$ cat config.mk
export PLATFORM = sky130hd
export DESIGN_NAME = adrg_glue_flat
export DESIGN_NICKNAME = d
export VERILOG_FILES = /design/src/pkg/adrg_pkg.sv /design/src/pkg/adrg_if.sv /design/src/rtl/adrg_clk_div.sv /design/src/rtl/adrg_glue.sv /design/src/flat_wrapper.sv
export VERILOG_INCLUDE_DIRS = /design/src /design/src/pkg
export SDC_FILE = /design/constraint.sdc
export NUM_CORES = 1
export LEC_CHECK = 0
export BUFFER_PORTS_ARGS = -buffer_cell sky130_fd_sc_hd__buf_2
export CAP_MARGIN = 20
export CORE_UTILIZATION = 50
export CTS_CLUSTER_DIAMETER = 120
export DETAILED_ROUTE_END_ITERATION = 8
export HOLD_SLACK_MARGIN = 0.15
export PLACE_DENSITY = 0.83
export SLEW_MARGIN = 20
export SYNTH_ARGS = -nofsm -noshare
export SYNTH_HDL_FRONTEND = slang
export SYNTH_SLANG_ARGS = --single-unit
$ cat constraint.sdc
create_clock -name mclk -period 2.9 [get_ports mclk]
set_input_delay 0.87 -clock mclk [delete_from_list [all_inputs] [get_ports mclk]]
set_output_delay 0.87 -clock mclk [all_outputs]
set_load 0.02 [all_outputs]
$ cat src/pkg/adrg_regs.svh
// Constants of the adapter DRAM refresh and bus glue
`ifndef ADRG_REGS_SVH
`define ADRG_REGS_SVH
`define ADRG_MCLK_HZ 250000000
`define ADRG_XTAL_HZ 16000000
`define ADRG_SYS_HZ (`ADRG_XTAL_HZ / 2)
`define ADRG_SYS_DIV (`ADRG_MCLK_HZ / `ADRG_SYS_HZ)
`define ADRG_BUS_TCYC 4
`define ADRG_BUS_NS 500
`define ADRG_DMA_CYCLES 2
`define ADRG_IO_ATTN_ADDR 16'h0000
`define ADRG_IO_REFRESH_ADDR 16'h0080
`define ADRG_SEL1_MASK 16'hFF80
`define ADRG_BANK_SHIFT 17
`define ADRG_RAM_TOP_BIT 19
`define ADRG_ROM_SMALL_TAG 6'h3F
`define ADRG_ROM_LARGE_TAG 3'h7
`define ADRG_ROWS 256
`define ADRG_RETENTION_MS 4
`define ADRG_REFRESH_US 30
`define ADRG_INIT_WAIT_US 200
`define ADRG_INIT_CYCLES 8
`define ADRG_MCLK_PER_US (`ADRG_MCLK_HZ / 1000000)
`define ADRG_REFRESH_CYC (`ADRG_REFRESH_US * `ADRG_MCLK_PER_US)
`define ADRG_INIT_WAIT_CYC (`ADRG_INIT_WAIT_US * `ADRG_MCLK_PER_US)
`endif

$ cat src/pkg/adrg_pkg.sv
// Types of the adapter DRAM refresh and bus glue
package adrg_pkg;
  typedef enum logic [4:0] {
    ADRG_ST_IDLE = 5'b0_0001,
    ADRG_ST_T1 = 5'b0_0010,
    ADRG_ST_T2 = 5'b0_0100,
    ADRG_ST_T3 = 5'b0_1000,
    ADRG_ST_T4 = 5'b1_0000
  } adrg_bus_e;
  typedef enum logic [3:0] {
    ADRG_K_MEM = 4'b0001,
    ADRG_K_REF = 4'b0010,
    ADRG_K_ATTN = 4'b0100,
    ADRG_K_IO = 4'b1000
  } adrg_kind_e;
  typedef enum logic [2:0] {
    ADRG_H_PWR = 3'b001,
    ADRG_H_INIT = 3'b010,
    ADRG_H_RUN = 3'b100
  } adrg_host_e;
  typedef logic [23:0] adrg_addr_t;
endpackage : adrg_pkg

$ cat src/pkg/adrg_if.sv
// Shared bus between the processor side and the glue logic
`timescale 1ns/1ps
interface adrg_if;
  logic cyc_start;
  adrg_pkg::adrg_addr_t cyc_addr;
  logic cyc_io;
  logic cyc_wr;
  logic cyc_coproc;
  logic cyc_dma;
  logic periph_sel1;
  logic hold_grant;
  logic coproc_irq_req;
  logic coproc_reset_bit;
  logic loopback_n;
  logic sys_en;
  logic cyc_busy;
  logic cyc_done;
  logic cyc_refused;
  logic [3:0] ras_n;
  logic cas_n;
  logic we_n;
  logic rom_sel_n;
  logic channel_attention;
  logic coproc_irq_input;
  logic coproc_reset_out;
  logic loop_route;
  logic dma_pair_done;
  modport dev (
    input cyc_start, cyc_addr, cyc_io, cyc_wr, cyc_coproc, cyc_dma, periph_sel1,
    input hold_grant, coproc_irq_req, coproc_reset_bit, loopback_n,
    output sys_en, cyc_busy, cyc_done, cyc_refused, ras_n, cas_n, we_n, rom_sel_n,
    output channel_attention, coproc_irq_input, coproc_reset_out, loop_route,
    output dma_pair_done
  );
  modport host (
    output cyc_start, cyc_addr, cyc_io, cyc_wr, cyc_coproc, cyc_dma, periph_sel1,
    output hold_grant, coproc_irq_req, coproc_reset_bit, loopback_n,
    input sys_en, cyc_busy, cyc_done, cyc_refused, ras_n, cas_n, we_n, rom_sel_n,
    input channel_attention, coproc_irq_input, coproc_reset_out, loop_route,
    input dma_pair_done
  );
endinterface : adrg_if

$ cat src/rtl/adrg_clk_div.sv
// Divider giving a one-cycle enable at the system clock rate
`timescale 1ns/1ps
module adrg_clk_div #(
  parameter int DIV = 31
) (
  input wire logic mclk,
  input wire logic rst,
  output logic tick
);
  logic [7:0] cnt_q;

  always_ff @(posedge mclk or posedge rst) begin
    if (rst) begin
      cnt_q <= 8'h00;
      tick <= 1'b0;
    end else if (cnt_q == 8'(DIV - 1)) begin
      cnt_q <= 8'h00;
      tick <= 1'b1;
    end else begin
      cnt_q <= cnt_q + 8'h01;
      tick <= 1'b0;
    end
  end
endmodule : adrg_clk_div

$ cat src/rtl/adrg_glue.sv
// Memory decode, refresh and coprocessor glue of the adapter
`timescale 1ns/1ps
`include "adrg_regs.svh"
// Behaviour
// System clock is crystal divided by two
// Bus cycle is four system clocks
// DMA transfer is fetch then deposit
// Only bus owner may run cycles
// I/O location zero strobes channel attention
// Coprocessor request drives interrupt input one
// Reset bit holds coprocessor in reset
// Loopback active while control bit clear
// Four RAM banks of 128K decoded
// ROM at top, larger when big ROM
// Coprocessor reaches ROM only after reset
// 256 rows refreshed every 4 ms
// Refresh location runs CAS-before-RAS all banks
// Refresh cycle never alters RAM contents
// Peripheral select one marks refresh range
// Timer triggers refresh DMA every 30 us
// Each DMA cycle refreshes two rows
// Refresh DMA never stops at terminal count
// One DMA cycle per timer trigger
// Power-up wait then eight init refreshes
// Without CBR, eight accesses per bank
// Coprocessor address lines 20-23 ignored
// Refresh during coprocessor hold waits for release
module adrg_glue #(
  parameter int DIV = `ADRG_SYS_DIV
) (
  input wire logic mclk,
  input wire logic rst,
  adrg_if.dev bus,
  input wire logic rom_large,
  output logic [15:0] rows_refreshed,
  output logic coproc_init
);
  import adrg_pkg::*;

  // ----------------------------------------
  // System clock enable
  // ----------------------------------------
  logic sys_en;
  // Crystal halved
  adrg_clk_div #(.DIV(DIV)) u_div (
    .mclk(mclk),
    .rst(rst),
    .tick(sys_en)
  );
  assign bus.sys_en = sys_en;

  // ----------------------------------------
  // Decode
  // ----------------------------------------
  // Returns {rom, bank one-hot}; zero means nothing selected
  function automatic logic [4:0] decode(input adrg_addr_t a, input logic cop,
                                        input logic init, input logic big);
    logic [19:0] p;
    logic rom;
    p = a[19:0];
    rom = big ? (p[19:17] == `ADRG_ROM_LARGE_TAG) : (p[19:14] == `ADRG_ROM_SMALL_TAG);
    if (cop && !init) begin
      rom = 1'b0;
    end
    if (rom) begin
      decode = 5'b1_0000;
    end else if (!p[`ADRG_RAM_TOP_BIT] || (cop && !init)) begin
      decode = {1'b0, 4'b0001 << p[18:`ADRG_BANK_SHIFT]};
    end else begin
      decode = 5'b0_0000;
    end
  endfunction : decode

  adrg_bus_e state_q;
  adrg_kind_e kind_q;
  logic [4:0] sel_q;
  logic wr_q;
  logic dma_q;
  logic cop_q;
  logic pend_q;
  logic dma_phase_q;
  logic rst_bit_q;
  logic owner_ok;
  logic is_ref;
  logic is_attn;
  logic go_new;
  logic go_pend;

  // Owner check
  assign owner_ok = (bus.cyc_coproc == bus.hold_grant);
  // Refresh range select
  assign is_ref = bus.cyc_io && bus.periph_sel1;
  assign is_attn = bus.cyc_io && (bus.cyc_addr[15:0] == `ADRG_IO_ATTN_ADDR);
  // Refresh held off
  assign go_new = bus.cyc_start && (state_q == ADRG_ST_IDLE) && !pend_q && owner_ok &&
                  !(is_ref && bus.hold_grant);
  assign go_pend = pend_q && !bus.hold_grant && (state_q == ADRG_ST_IDLE);

  // ----------------------------------------
  // Bus cycle sequencer
  // ----------------------------------------
  // Four system clocks
  always_ff @(posedge mclk or posedge rst) begin
    if (rst) begin
      state_q <= ADRG_ST_IDLE;
    end else if (go_new || go_pend) begin
      state_q <= ADRG_ST_T1;
    end else if (sys_en) begin
      unique case (state_q)
        ADRG_ST_IDLE: state_q <= ADRG_ST_IDLE;
        ADRG_ST_T1: state_q <= ADRG_ST_T2;
        ADRG_ST_T2: state_q <= ADRG_ST_T3;
        ADRG_ST_T3: state_q <= ADRG_ST_T4;
        ADRG_ST_T4: state_q <= ADRG_ST_IDLE;
      endcase
    end
  end

  always_ff @(posedge mclk or posedge rst) begin
    if (rst) begin
      kind_q <= ADRG_K_IO;
      sel_q <= 5'b0_0000;
      wr_q <= 1'b0;
      dma_q <= 1'b0;
      cop_q <= 1'b0;
    end else if (go_pend) begin
      kind_q <= ADRG_K_REF;
      sel_q <= 5'b0_0000;
    end else if (go_new) begin
      wr_q <= bus.cyc_wr;
      dma_q <= bus.cyc_dma;
      cop_q <= bus.cyc_coproc;
      // Upper lines dropped
      sel_q <= bus.cyc_io ? 5'b0_0000 :
               decode(bus.cyc_addr, bus.cyc_coproc, coproc_init, rom_large);
      // Refresh kind
      kind_q <= is_ref ? ADRG_K_REF : is_attn ? ADRG_K_ATTN :
                bus.cyc_io ? ADRG_K_IO : ADRG_K_MEM;
    end
  end

  // Hardware set wins over the release by the hold handshake
  always_ff @(posedge mclk or posedge rst) begin
    if (rst) begin
      pend_q <= 1'b0;
    end else if (bus.cyc_start && is_ref && bus.hold_grant && !bus.cyc_coproc) begin
      pend_q <= 1'b1;
    end else if (go_pend) begin
      pend_q <= 1'b0;
    end
  end

  logic end_cyc;
  assign end_cyc = sys_en && (state_q == ADRG_ST_T4);

  always_ff @(posedge mclk or posedge rst) begin
    if (rst) begin
      bus.cyc_done <= 1'b0;
      bus.cyc_refused <= 1'b0;
    end else begin
      bus.cyc_done <= end_cyc;
      bus.cyc_refused <= bus.cyc_start && !owner_ok;
    end
  end
  assign bus.cyc_busy = (state_q != ADRG_ST_IDLE) || pend_q;

  // ----------------------------------------
  // DRAM, ROM and attention strobes
  // ----------------------------------------
  logic [3:0] ras_d;
  logic cas_d;
  logic we_d;
  logic rom_d;
  logic attn_d;
  logic mem_c;
  logic ref_c;

  always_comb begin
    mem_c = (kind_q == ADRG_K_MEM);
    ref_c = (kind_q == ADRG_K_REF);
    ras_d = 4'hF;
    cas_d = 1'b1;
    we_d = 1'b1;
    rom_d = 1'b1;
    attn_d = 1'b0;
    unique case (state_q)
      ADRG_ST_IDLE: begin
        ras_d = 4'hF;
      end
      ADRG_ST_T1: begin
        // Bank row strobe
        ras_d = mem_c ? ~sel_q[3:0] : 4'hF;
        // ROM select
        rom_d = !(mem_c && sel_q[4]);
      end
      ADRG_ST_T2, ADRG_ST_T3: begin
        ras_d = mem_c ? ~sel_q[3:0] : 4'hF;
        rom_d = !(mem_c && sel_q[4]);
        cas_d = !((mem_c && (sel_q[3:0] != 4'h0)) || ref_c);
        we_d = !(mem_c && wr_q && (sel_q[3:0] != 4'h0));
        // CAS first, then RAS in every bank
        if (ref_c && state_q == ADRG_ST_T3) begin
          ras_d = 4'h0;
        end
        // Attention pulse
        attn_d = (kind_q == ADRG_K_ATTN);
      end
      ADRG_ST_T4: begin
        // Precharge in T4, except on refresh where RAS stays low, keeps the next cycle free of wait states
        ras_d = ref_c ? 4'h0 : 4'hF;
        rom_d = !(mem_c && sel_q[4]);
      end
    endcase
    // Write strobe masked on refresh
    if (ref_c) begin
      we_d = 1'b1;
    end
  end

  always_ff @(posedge mclk or posedge rst) begin
    if (rst) begin
      bus.ras_n <= 4'hF;
      bus.cas_n <= 1'b1;
      bus.we_n <= 1'b1;
      bus.rom_sel_n <= 1'b1;
      bus.channel_attention <= 1'b0;
    end else begin
      bus.ras_n <= ras_d;
      bus.cas_n <= cas_d;
      bus.we_n <= we_d;
      bus.rom_sel_n <= rom_d;
      bus.channel_attention <= attn_d;
    end
  end

  // ----------------------------------------
  // DMA pairing and refresh count
  // ----------------------------------------
  always_ff @(posedge mclk or posedge rst) begin
    if (rst) begin
      dma_phase_q <= 1'b0;
      bus.dma_pair_done <= 1'b0;
    end else begin
      bus.dma_pair_done <= 1'b0;
      // Fetch then deposit
      if (end_cyc && dma_q) begin
        dma_phase_q <= !dma_phase_q;
        bus.dma_pair_done <= dma_phase_q;
      end
    end
  end

  always_ff @(posedge mclk or posedge rst) begin
    if (rst) begin
      rows_refreshed <= 16'h0000;
    end else if (end_cyc && kind_q == ADRG_K_REF) begin
      // Row per refresh access
      rows_refreshed <= rows_refreshed + 16'h0001;
    end
  end

  // ----------------------------------------
  // Coprocessor control
  // ----------------------------------------
  always_ff @(posedge mclk or posedge rst) begin
    if (rst) begin
      rst_bit_q <= 1'b1;
      bus.coproc_reset_out <= 1'b1;
      bus.coproc_irq_input <= 1'b0;
      bus.loop_route <= 1'b0;
    end else begin
      rst_bit_q <= bus.coproc_reset_bit;
      // Reset follows bit
      bus.coproc_reset_out <= bus.coproc_reset_bit;
      // Interrupt input one
      bus.coproc_irq_input <= bus.coproc_irq_req;
      // Active low loopback
      bus.loop_route <= !bus.loopback_n;
    end
  end

  // Root fetch window opens on reset release, closes on first coprocessor RAM access
  always_ff @(posedge mclk or posedge rst) begin
    if (rst) begin
      coproc_init <= 1'b0;
    end else if (rst_bit_q && !bus.coproc_reset_bit) begin
      // ROM window
      coproc_init <= 1'b1;
    end else if (end_cyc && cop_q && (sel_q[3:0] != 4'h0)) begin
      coproc_init <= 1'b0;
    end
  end
endmodule : adrg_glue

$ cat src/flat_wrapper.sv
// flat-port wrapper written by rule: the top's interface ports become plain ports
module adrg_glue_flat import adrg_pkg::*;
#(
  parameter int DIV = `ADRG_SYS_DIV
)
  (mclk, rst, rom_large, rows_refreshed, coproc_init, bus_cyc_start, bus_cyc_addr, bus_cyc_io, bus_cyc_wr, bus_cyc_coproc, bus_cyc_dma, bus_periph_sel1, bus_hold_grant, bus_coproc_irq_req, bus_coproc_reset_bit, bus_loopback_n, bus_sys_en, bus_cyc_busy, bus_cyc_done, bus_cyc_refused, bus_ras_n, bus_cas_n, bus_we_n, bus_rom_sel_n, bus_channel_attention, bus_coproc_irq_input, bus_coproc_reset_out, bus_loop_route, bus_dma_pair_done);
  adrg_if bus_i ();
  input wire logic mclk;
  input wire logic rst;
  input wire logic rom_large;
  output logic [15:0] rows_refreshed;
  output logic coproc_init;
  input wire logic [$bits(bus_i.cyc_start)-1:0] bus_cyc_start;
  input wire logic [$bits(bus_i.cyc_addr)-1:0] bus_cyc_addr;
  input wire logic [$bits(bus_i.cyc_io)-1:0] bus_cyc_io;
  input wire logic [$bits(bus_i.cyc_wr)-1:0] bus_cyc_wr;
  input wire logic [$bits(bus_i.cyc_coproc)-1:0] bus_cyc_coproc;
  input wire logic [$bits(bus_i.cyc_dma)-1:0] bus_cyc_dma;
  input wire logic [$bits(bus_i.periph_sel1)-1:0] bus_periph_sel1;
  input wire logic [$bits(bus_i.hold_grant)-1:0] bus_hold_grant;
  input wire logic [$bits(bus_i.coproc_irq_req)-1:0] bus_coproc_irq_req;
  input wire logic [$bits(bus_i.coproc_reset_bit)-1:0] bus_coproc_reset_bit;
  input wire logic [$bits(bus_i.loopback_n)-1:0] bus_loopback_n;
  output wire logic [$bits(bus_i.sys_en)-1:0] bus_sys_en;
  output wire logic [$bits(bus_i.cyc_busy)-1:0] bus_cyc_busy;
  output wire logic [$bits(bus_i.cyc_done)-1:0] bus_cyc_done;
  output wire logic [$bits(bus_i.cyc_refused)-1:0] bus_cyc_refused;
  output wire logic [$bits(bus_i.ras_n)-1:0] bus_ras_n;
  output wire logic [$bits(bus_i.cas_n)-1:0] bus_cas_n;
  output wire logic [$bits(bus_i.we_n)-1:0] bus_we_n;
  output wire logic [$bits(bus_i.rom_sel_n)-1:0] bus_rom_sel_n;
  output wire logic [$bits(bus_i.channel_attention)-1:0] bus_channel_attention;
  output wire logic [$bits(bus_i.coproc_irq_input)-1:0] bus_coproc_irq_input;
  output wire logic [$bits(bus_i.coproc_reset_out)-1:0] bus_coproc_reset_out;
  output wire logic [$bits(bus_i.loop_route)-1:0] bus_loop_route;
  output wire logic [$bits(bus_i.dma_pair_done)-1:0] bus_dma_pair_done;
  assign bus_i.cyc_start = bus_cyc_start;
  assign bus_i.cyc_addr = bus_cyc_addr;
  assign bus_i.cyc_io = bus_cyc_io;
  assign bus_i.cyc_wr = bus_cyc_wr;
  assign bus_i.cyc_coproc = bus_cyc_coproc;
  assign bus_i.cyc_dma = bus_cyc_dma;
  assign bus_i.periph_sel1 = bus_periph_sel1;
  assign bus_i.hold_grant = bus_hold_grant;
  assign bus_i.coproc_irq_req = bus_coproc_irq_req;
  assign bus_i.coproc_reset_bit = bus_coproc_reset_bit;
  assign bus_i.loopback_n = bus_loopback_n;
  assign bus_sys_en = bus_i.sys_en;
  assign bus_cyc_busy = bus_i.cyc_busy;
  assign bus_cyc_done = bus_i.cyc_done;
  assign bus_cyc_refused = bus_i.cyc_refused;
  assign bus_ras_n = bus_i.ras_n;
  assign bus_cas_n = bus_i.cas_n;
  assign bus_we_n = bus_i.we_n;
  assign bus_rom_sel_n = bus_i.rom_sel_n;
  assign bus_channel_attention = bus_i.channel_attention;
  assign bus_coproc_irq_input = bus_i.coproc_irq_input;
  assign bus_coproc_reset_out = bus_i.coproc_reset_out;
  assign bus_loop_route = bus_i.loop_route;
  assign bus_dma_pair_done = bus_i.dma_pair_done;
  adrg_glue #(.DIV(DIV)) u_core (.mclk(mclk), .rst(rst), .bus(bus_i), .rom_large(rom_large), .rows_refreshed(rows_refreshed), .coproc_init(coproc_init));
endmodule
==> reports/results.txt, run 1 <==
Status: completed
MaxCap Viol Count: 0
Global-route wire length before repair: 9.97 mm
CTS Buf Count: 9
Die span in y: 76.6 µm
Crit Path Max Fanout: 12
Routed vias/inst: 5.52
TritonRoute pass-1 iters: 4
Required time worst endpoint: 2.03 ns
Crit. End Element: primary output
Htree depth: 3
CP most frequent cell: or3_1
Hold Fails Final Rpt: 0
CTS Hold Buffers Added: 0
Synth Instances: 255
Clock transition at the registers of the reported paths: 0.06 ns
Core Box Area: 5240 µm²
ANT nets after route: 0
Fin crit share: 0.930
Clk root buf: clkbuf_8
Starting DRT DRC Count: 179
VDD IR max: 328 µV
RSZ-0062 raised after global routing: no
Die area: 5860 µm²
Total wire length: 5.68 mm
Half-perimeter wire length after placement: 4.13 mm
Slew headroom: 0.387
Flop2flop setup slack: 0.58 ns
Metal3 WL: 210 µm
Leak: 1.57 nW
Post-synth top flop: dfrtp_1
GRT overflow: 0
CP Buf/Inv Count: 1
Initial antenna violation count: 0
Hold path cells: 1
Core Rows: 26
Average wire per standard cell: 14.2 µm
CTS sink cnt: 59
Post-CTS sizing: 0
Area grow syn2layout: 21.2%
Die Wd: 76.6 µm
Post-CTS Setup Bufs: 0
Synth warn: 0
Gr usage total: 0.217
Slew @ Worst Pin: 0.907 ns
EDFF count, synth: 0
CP startpoint kind: register
Final Cell Area: 3370 µm²
Critical path arrival: 1.83 ns
Setup TNS: 0 ns
Met2 Wirelength: 2.76 mm
Final setup fails: 0
Number of diodes: 0
Sequential fraction of the synthesis area: 0.536
R2R depth: 5
Met1 WL: 2.60 mm
Initial Util: 0.531
Post-route minimum period: 2.70 ns
I/O Buffers: 65
Hold Path Class: register to register
Post-Route Skew: 0.0108 ns
Post-route DRC: 0
Total power: 1.63 mW
Number of global-route vias before repair: 2180
DP Area: 3180 µm²
Synth Cell Area: 2780 µm²
Ys async rst share: 1.00
Clock Tree Buf Depth: 2
CP peak stage delay: 0.52 ns
Setup CP Type: register to primary output
Seq cells post-synth: 59
F_max: 371 MHz
TritonCTS clock tree: built
CP Cell Sequence: or3_1 > or3_1 > buf_2
Layout cells sized above 1: 0.309
Largest net degree at the start of global routing: 43
Syn avg cell area: 10.9 µm²
Synth cell types: 50
Power Density: 485 nW/µm²
Worst skew pair latency: 0.33 ns
Fin. max-slew vios: 0
Filler cells: 416
DR vias: 2207
Slowest cell on crit path: dfrtp_1
Nets: 365
Uppermost layer routed: met4
Gpl congestion: 0.842
Worst Hold Slack: 0.467 ns
Worst path depth: 3
Kind of cell adding the most delay to the critical path: simple AND/OR/NAND/NOR gates
IO Pins: 70
Net Count, Synth: 295
-- per-stage QoR --
step / util / setup slack [ns] / instances
5_1_grt: 0.643 / 0.146 / 400
3_3_place_gp: 0.607 / 0.576 / 384
4_1_cts: 0.643 / 0.207 / 400
6_report: 0.643 / 0.202 / 400
2_1_floorplan: - / 0.590 / 255
3_5_place_dp: 0.607 / 0.567 / 384
-- flip-flops by register name (all words and copies together), names as in the netlist, 4 cells and up --
name,flops
u_core.rows_refreshed,16
u_core.bus.ras_n,4
u_core.u_div.cnt_q,8
u_core.kind_q,4
u_core.sel_q,5
u_core.state_q,5
-- power breakdown --
part | internal [mW] | switching (mW)
clock | 0.403 | 0.306
sequential | 0.835 | 0.00760
combinational | 0.0354 | 0.0467
-- cells by family (layout without fill, tap and decap cells) --
family,count (synthesis),after routing,synth area share
AND/OR/NAND/NOR,104,104,0.215
flip-flops,59,59,0.536
AO/OA/AOI/OAI,42,42,0.109
XOR/XNOR,23,23,0.0725
buffers and inverters,18,93,0.0301
multiplexers,6,6,0.0243
adder cells (fa/ha/maj),3,3,0.0135
-- final cells by class --
type	count	area, µm²	share of cell area
sequential	59	1490	0.442
inverter	9	33.8	0.0100
clock inverter	1	5.00	0.00149
tap	70	87.6	0.0260
multi-input combinational	178	1210	0.358
clock buffer	15	186	0.0553
timing repair buffer	68	360	0.107
-- worst register-to-register path, cell delays in order, from the launching register on --
cell	delay [ns]
dfrtp_1	0.52
or3_1	0.45
buf_4	0.18
or3_4	0.41
or2_1	0.32
a211o_1	0.32
-- metal layers --
layer	GRT usage	up-vias
li1	-	1070
met1	0.281	1062
met2	0.346	65
met3	0.0431	10
met4	0.115	0
met5	0	-
-- cell usage after synthesis, types with 2 or more instances --
library cell / number / area share
nor2_1: 15 / 0.020
buf_6: 2 / 0.0081
and3_1: 3 / 0.0068
xnor2_1: 15 / 0.047
inv_1: 9 / 0.012
nand3b_1: 3 / 0.0081
o41ai_1: 2 / 0.0063
a32o_1: 4 / 0.014
a31oi_1: 2 / 0.0045
nand2b_1: 5 / 0.011
a211o_1: 2 / 0.0063
nor3_1: 11 / 0.020
and4_1: 4 / 0.013
o21a_1: 4 / 0.011
nand3_1: 8 / 0.014
nor4_1: 7 / 0.016
a21o_1: 6 / 0.016
o31ai_1: 2 / 0.0054
mux2_2: 6 / 0.024
o21ai_0: 6 / 0.011
dfstp_2: 10 / 0.095
nand4_1: 9 / 0.020
xor2_1: 8 / 0.025
dfrtp_1: 49 / 0.44
nor4b_1: 4 / 0.013
clkbuf_1: 6 / 0.0081
or3_1: 3 / 0.0068
nand2_1: 15 / 0.020
nor2b_1: 3 / 0.0068
a21oi_1: 6 / 0.011
and2_1: 5 / 0.011
ha_1: 3 / 0.014
-- cells in the final DEF, fill, tap and decap left out, types with 3 or more instances in the layout --
cell type and instances:
nand2b_1 5, and3_1 3, xnor2_1 15, ha_1 3, nor4b_1 4, a21oi_1 6
buf_2 65, a21o_1 6, clkbuf_8 13, and2_1 5, xor2_1 8, nor2b_1 3
nand3b_1 3, nor4_1 7, nand3_1 8, inv_1 8, nand4_1 9, o21a_1 4
or3_1 3, nor3_1 11, dfstp_2 10, dfrtp_1 49, nand2_1 15, and4_1 4
nor2_1 15, a32o_1 4, o21ai_0 6, mux2_2 6
-- worst paths after layout --
check | from | to
worst max-delay path | u_core.state_q[1] | bus_cyc_busy
worst min-delay path | u_core.wr_q | u_core.bus.we_n
worst max register to register | u_core.state_q[1] | u_core.kind_q[1]
worst min register to register | u_core.wr_q | u_core.bus.we_n
max in group asynchronous | rst | u_core.bus.ras_n[1]
min in group asynchronous | rst | u_core.rows_refreshed[12]
No activity file was read; power rests on OpenSTA's default activity.
==> inputs of run 2 (changes only) <==
CTS_BUF_LIST = sky130_fd_sc_hd__clkbuf_4 sky130_fd_sc_hd__clkbuf_8   (was unset)
clock period = 3.35 ns   (was 2.9 ns; I/O delays follow)
==> reports/results.txt, run 2 (synthesis gave the netlist of run 1 again) <==
Clock Tree Buf Depth: 2 (unchanged)
Multi-input gate area: 1210 µm² (unchanged)
Layout cells sized above 1: 0.315 (was 0.309)
Die span in y: 76.6 µm (unchanged)
Global-route wire length before repair: 9.55 mm (was 9.97 mm)
Post-route DRC: 0 (unchanged)
DR vias: 2195 (was 2207)
CP startpoint kind: register (unchanged)
Post-Layout Cell Count: 400 (unchanged)
ANT nets after route: 0 (unchanged)
Top reg by flops: u_core.rows_refreshed (unchanged)
Max reg flops: 16 (unchanged)
Setup TNS: 0 ns (unchanged)
Setup CP Type: register to primary output (unchanged)
GRT overflow: 0 (unchanged)
F_max: 340 MHz
Average wire per standard cell: 14.0 µm (was 14.2 µm)
Reg area: 1490 µm² (unchanged)
Slew headroom: 0.337 (was 0.387)
Critical path arrival: 1.94 ns (was 1.83 ns)
Starting DRT DRC Count: 214 (was 179)
I/O Buffers: 65 (unchanged)
TritonCTS clock tree: built (unchanged)
Largest net degree at the start of global routing: 22 (was 43)
Routed vias/inst: 5.49 (was 5.52)
Gr usage total: 0.210 (was 0.217)
Commonest non-fill, non-tap cell in the layout: buf_2 (unchanged)
Area grow syn2layout: 21.1% (was 21.2%)
Power Density: 431 nW/µm² (was 485 nW/µm²)
Final Cell Area: 3370 µm² (about the same)
Post-Route Skew: 0.00832 ns (was 0.0108 ns)
Die Wd: 76.6 µm (unchanged)
Fin. max-slew vios: 0 (unchanged)
CTS Buf Count: 9 (unchanged)
Worst skew pair latency: 0.33 ns (about the same)
Number of diodes: 0 (unchanged)
Required time worst endpoint: 2.34 ns (was 2.03 ns)
Core Rows: 26 (unchanged)
Status: completed (unchanged)
VDD IR max: 260 µV (was 328 µV)
Number of global-route vias before repair: 2089 (was 2180)
Leak: 1.58 nW (was 1.57 nW)
Post-CTS Setup Bufs: 0 (unchanged)
CTS sink cnt: 59 (unchanged)
Crit. End Element: primary output (unchanged)
MaxCap Viol Count: 0 (unchanged)
Clock transition at the registers of the reported paths: 0.06 ns (about the same)
Post-route minimum period: 2.94 ns
Filler cells: 404 (was 416)
TritonRoute pass-1 iters: 4 (unchanged)
Nets: 365 (unchanged)
Half-perimeter wire length after placement: 4.04 mm (was 4.13 mm)
Hold Fails Final Rpt: 0 (unchanged)
Core Box Area: 5240 µm² (unchanged)
Crit Path Max Fanout: 12 (unchanged)
Fin crit share: 0.879
Hold Path Class: register to register (unchanged)
Post-CTS sizing: 0 (unchanged)
RSZ-0062 raised after global routing: no (unchanged)
Largest regs: u_core.rows_refreshed x16, u_core.u_div.cnt_q x8 (unchanged)
Initial Util: 0.531 (unchanged)
CTS Hold Buffers Added: 0 (unchanged)
Die area: 5860 µm² (unchanged)
Total wire length: 5.58 mm (was 5.68 mm)
Gpl congestion: 0.842 (about the same)
Initial antenna violation count: 0 (unchanged)
Htree depth: 3 (unchanged)
Most frequent cells in the layout: buf_2 (65), dfrtp_1 (49), nand2_1 (15), xnor2_1 (15), nor2_1 (15) (unchanged)
IO Pins: 70 (unchanged)
Final setup fails: 0 (unchanged)
Slew @ Worst Pin: 0.980 ns (was 0.907 ns)
DP Area: 3170 µm² (was 3180 µm²)
Clk root buf: clkbuf_8 (unchanged)
Placed cell count: 384 (unchanged)
[run 2: layer usage]
layer | up-vias | track usage | share of wire | routed length (µm)
met2 | 66 | 0.322 | 0.48 | 2660
met4 | 0 | 0.117 | 0.020 | 114
met5 | - | 0 | 0 | 0
met1 | 1043 | 0.280 | 0.46 | 2570
li1 | 1074 | - | - | -
met3 | 12 | 0.0395 | 0.042 | 237
[run 2: final timing paths]
check | slack (ns) | from | to | depth (start not counted)
hold reg to reg | 0.46 | u_core.wr_q | u_core.bus.we_n | 1
max in group asynchronous | 2.03 | rst | u_core.bus.rom_sel_n | 3
hold / removal | 0.46 | u_core.wr_q | u_core.bus.we_n | 1
setup / recovery | 0.41 | u_core.state_q[1] | bus_cyc_busy | 3
min in group asynchronous | 0.65 | rst | u_core.rows_refreshed[12] | 2
setup reg to reg | 1.08 | u_core.state_q[1] | u_core.kind_q[1] | 4
[run 2: stage by stage]
stage | setup slack [ns] | power [mW] | hold slack, ns | utilization
5_1_grt | 0.326 | 1.51 | 0.465 | 0.643
2_1_floorplan | 0.905 | 0.776 | 0.396 | -
3_3_place_gp | 0.769 | 0.810 | 0.448 | 0.604
6_report | 0.407 | 1.45 | 0.463 | 0.643
4_1_cts | 0.396 | 1.46 | 0.462 | 0.643
3_5_place_dp | 0.764 | 0.812 | 0.453 | 0.604
[run 2: cell type report]
class | count | area share
flip-flops and latches | 59 | 0.442
clock inverters | 3 | 0.0119
well taps | 70 | 0.0260
clock buffers | 13 | 0.0476
repair buffers | 68 | 0.103
multi-input cells | 178 | 0.359
inverters | 9 | 0.0100
[run 2: critical path: stages, from the launching register on]
cell     delay [ns]
dfrtp_1        0.51
or3_1          0.56
or3_1          0.38
buf_2          0.16
[run 2: power breakdown]
part,internal (mW),switching (mW)
clock,0.386,0.264
combinational,0.0298,0.0405
sequential,0.723,0.00649
==> inputs of run 3 (changes only) <==
--- a/config.mk
+++ b/config.mk
@@ -9,10 +9,10 @@
 export BUFFER_PORTS_ARGS = -buffer_cell sky130_fd_sc_hd__buf_2
 export CAP_MARGIN = 20
-export CORE_UTILIZATION = 50
+export CORE_UTILIZATION = 55
 export CTS_BUF_LIST = sky130_fd_sc_hd__clkbuf_4 sky130_fd_sc_hd__clkbuf_8
 export CTS_CLUSTER_DIAMETER = 120
 export DETAILED_ROUTE_END_ITERATION = 8
 export HOLD_SLACK_MARGIN = 0.15
-export PLACE_DENSITY = 0.83
+export PLACE_DENSITY = 0.89
 export SLEW_MARGIN = 20
 export SYNTH_ARGS = -nofsm -noshare
==> constraint.sdc (replaced) <==
create_clock -name mclk -period 3.35 [get_ports mclk]
set_input_delay 0.335 -clock mclk [delete_from_list [all_inputs] [get_ports mclk]]
set_output_delay 0.335 -clock mclk [all_outputs]
set_load 0.02 [all_outputs]
==> reports/results.txt, run 3 (synthesis gave the netlist of run 1 again) <==
Reg area: 1490 µm² (unchanged)
Number of global-route vias before repair: 2242 (was 2089)
Status: completed (unchanged)
Gr usage total: 0.256 (was 0.210)
Worst skew pair latency: 0.34 ns (was 0.33 ns)
F_max: 436 MHz (was 340 MHz)
R2R depth: 4 (unchanged)
Setup CP Type: register to primary output (unchanged)
I/O Buffers: 65 (unchanged)
Starting DRT DRC Count: 174 (was 214)
CP startpoint kind: register (unchanged)
Power Density: 416 nW/µm² (was 431 nW/µm²)
Commonest non-fill, non-tap cell in the layout: buf_2 (unchanged)
CP most frequent cell: or3_1 (unchanged)
Most frequent cells in the layout: buf_2 (65), dfrtp_1 (49), nand2_1 (15), xnor2_1 (15), nor2_1 (15) (unchanged)
Reg2reg start: u_core.state_q[1] (unchanged)
Final setup fails: 0 (unchanged)
FF-to-FF End: u_core.kind_q[1] (unchanged)
Post-CTS Setup Bufs: 0 (unchanged)
Initial antenna violation count: 0 (unchanged)
MaxCap Viol Count: 0 (unchanged)
ANT nets after route: 0 (unchanged)
Leak: 1.57 nW (was 1.58 nW)
Crit Path Max Fanout: 12 (unchanged)
Half-perimeter wire length after placement: 4.27 mm (was 4.04 mm)
Average wire per standard cell: 15.3 µm (was 14.0 µm)
Gpl congestion: 0.839 (was 0.842)
Routed vias/inst: 5.70 (was 5.49)
Flop2flop setup slack: 1.08 ns (about the same)
Max reg flops: 16 (unchanged)
Total wire length: 6.08 mm (was 5.58 mm)
Area grow syn2layout: 20.9% (was 21.1%)
Fin crit share: 0.685 (was 0.879)
Core Rows: 25 (was 26)
Setup TNS: 0 ns (unchanged)
VDD IR max: 410 µV (was 260 µV)
Global-route wire length before repair: 10.3 mm (was 9.55 mm)
Die area: 5340 µm² (was 5860 µm²)
Final Util: 0.702 (was 0.643)
Clock transition at the registers of the reported paths: 0.06 ns (about the same)
RSZ-0062 raised after global routing: no (unchanged)
IO Pins: 70 (unchanged)
CP Launch Point: u_core.state_q[1] (unchanged)
Crit. End Element: primary output (unchanged)
Hold Fails Final Rpt: 0 (unchanged)
Hold Path Class: input port to asynchronous set/reset pin (was register to register)
CP Cell Sequence: or3_1 > or3_1 > buf_2 (unchanged)
Fin. max-slew vios: 0 (unchanged)
Largest regs: u_core.rows_refreshed x16, u_core.u_div.cnt_q x8 (unchanged)
Slowest cell on crit path: or3_1 (unchanged)
Post-route DRC: 0 (unchanged)
Clk root buf: clkbuf_8 (unchanged)
Clock Tree Buf Depth: 2 (unchanged)
DR vias: 2269 (was 2195)
CTS sink cnt: 59 (unchanged)
Slew @ Worst Pin: 0.943 ns (was 0.980 ns)
Filler cells: 348 (was 404)
Top reg by flops: u_core.rows_refreshed (unchanged)
Slew headroom: 0.363 (was 0.337)
Largest net degree at the start of global routing: 42 (was 22)
Number of diodes: 0 (unchanged)
CTS Buf Count: 9 (unchanged)
Htree depth: 3 (unchanged)
Kind of cell adding the most delay to the critical path: simple AND/OR/NAND/NOR gates (unchanged)
CP Buf/Inv Count: 1 (unchanged)
Die Wd: 73.1 µm (was 76.6 µm)
Critical path arrival: 1.96 ns (was 1.94 ns)
Multi-input gate area: 1210 µm² (unchanged)
Initial Util: 0.581 (was 0.531)
CP peak stage delay: 0.55 ns (was 0.56 ns)
Required time worst endpoint: 3.01 ns (was 2.34 ns)
GRT overflow: 0 (unchanged)
Post-route minimum period: 2.29 ns (was 2.94 ns)
Layout cells sized above 1: 0.308 (was 0.315)
Nets: 366 (was 365)
TritonRoute pass-1 iters: 4 (unchanged)
Core Box Area: 4790 µm² (was 5240 µm²)
Die span in y: 73.1 µm (was 76.6 µm)
TritonCTS clock tree: built (unchanged)
Post-Route Skew: 0.00530 ns (was 0.00832 ns)
run 3: changes by cell type in the layout (fill, tap and decap cells not counted), sizes merged:
| cell | before | now |
|---|---|---|
| dlygate4sd3 | 0 | 3 |
| buf | 68 | 66 |
| bufinv | 1 | 0 |
| clkbuf | 13 | 14 |
run 3: what timing repair did:
action / 4_1_cts / 5_1_grt
hold buffers: 3 / 0
setup endpoints to repair: 0 / 0
hold endpoints to repair: 3 / 0
gates resized for setup: 0 / 0
run 3: metrics by stage:
stage / setup WS (ns) / instance area [µm²] / hold WS (ns) / power [mW] / instances
finish: 1.06 / 3360 / 0.154 / 1.40 / 398
global route: 0.874 / 3360 / 0.223 / 1.45 / 398
CTS: 1.05 / 3360 / 0.192 / 1.41 / 398
detailed placement: 1.11 / 3150 / 0.445 / 0.812 / 379
global placement: 1.15 / 3150 / 0.441 / 0.809 / 379
floorplan: 1.29 / 2780 / 0.339 / 0.776 / 255
run 3: how the worst max path moves through the flow:
| stage | to | slack, ns | cells after the start |
|---|---|---|---|
| after floorplan | u_core.kind_q[3] | 1.29 | 6 |
| after global placement | u_core.kind_q[1] | 1.15 | 4 |
| after detailed placement | u_core.kind_q[1] | 1.11 | 4 |
| after CTS | bus_cyc_busy | 1.05 | 3 |
| after global routing | u_core.rows_refreshed[15] | 0.87 | 4 |
| final | bus_cyc_busy | 1.06 | 3 |
run 3: cell type report:
class	count	share of cell area
clock buffer	14	0.0517
clock inverter	2	0.00298
inverter	9	0.0101
multi-input combinational	178	0.359
sequential	59	0.443
tap	67	0.0249
timing repair buffer	69	0.108
run 3: metal layers:
layer  track usage  vias up  wire length [µm]
met2         0.431       67              3120
met1         0.324     1120              2600
met3        0.0594        8               282
met4        0.0893        0                77
li1              -     1074                 -
met5             0        -                 0
run 3: report_power, final:
group	internal (mW)	leakage, nW	switching [mW]
sequential	0.723	0.758	0.00682
clock	0.331	0.101	0.266
combinational	0.0309	0.714	0.0411
total	1.09	1.57	0.314
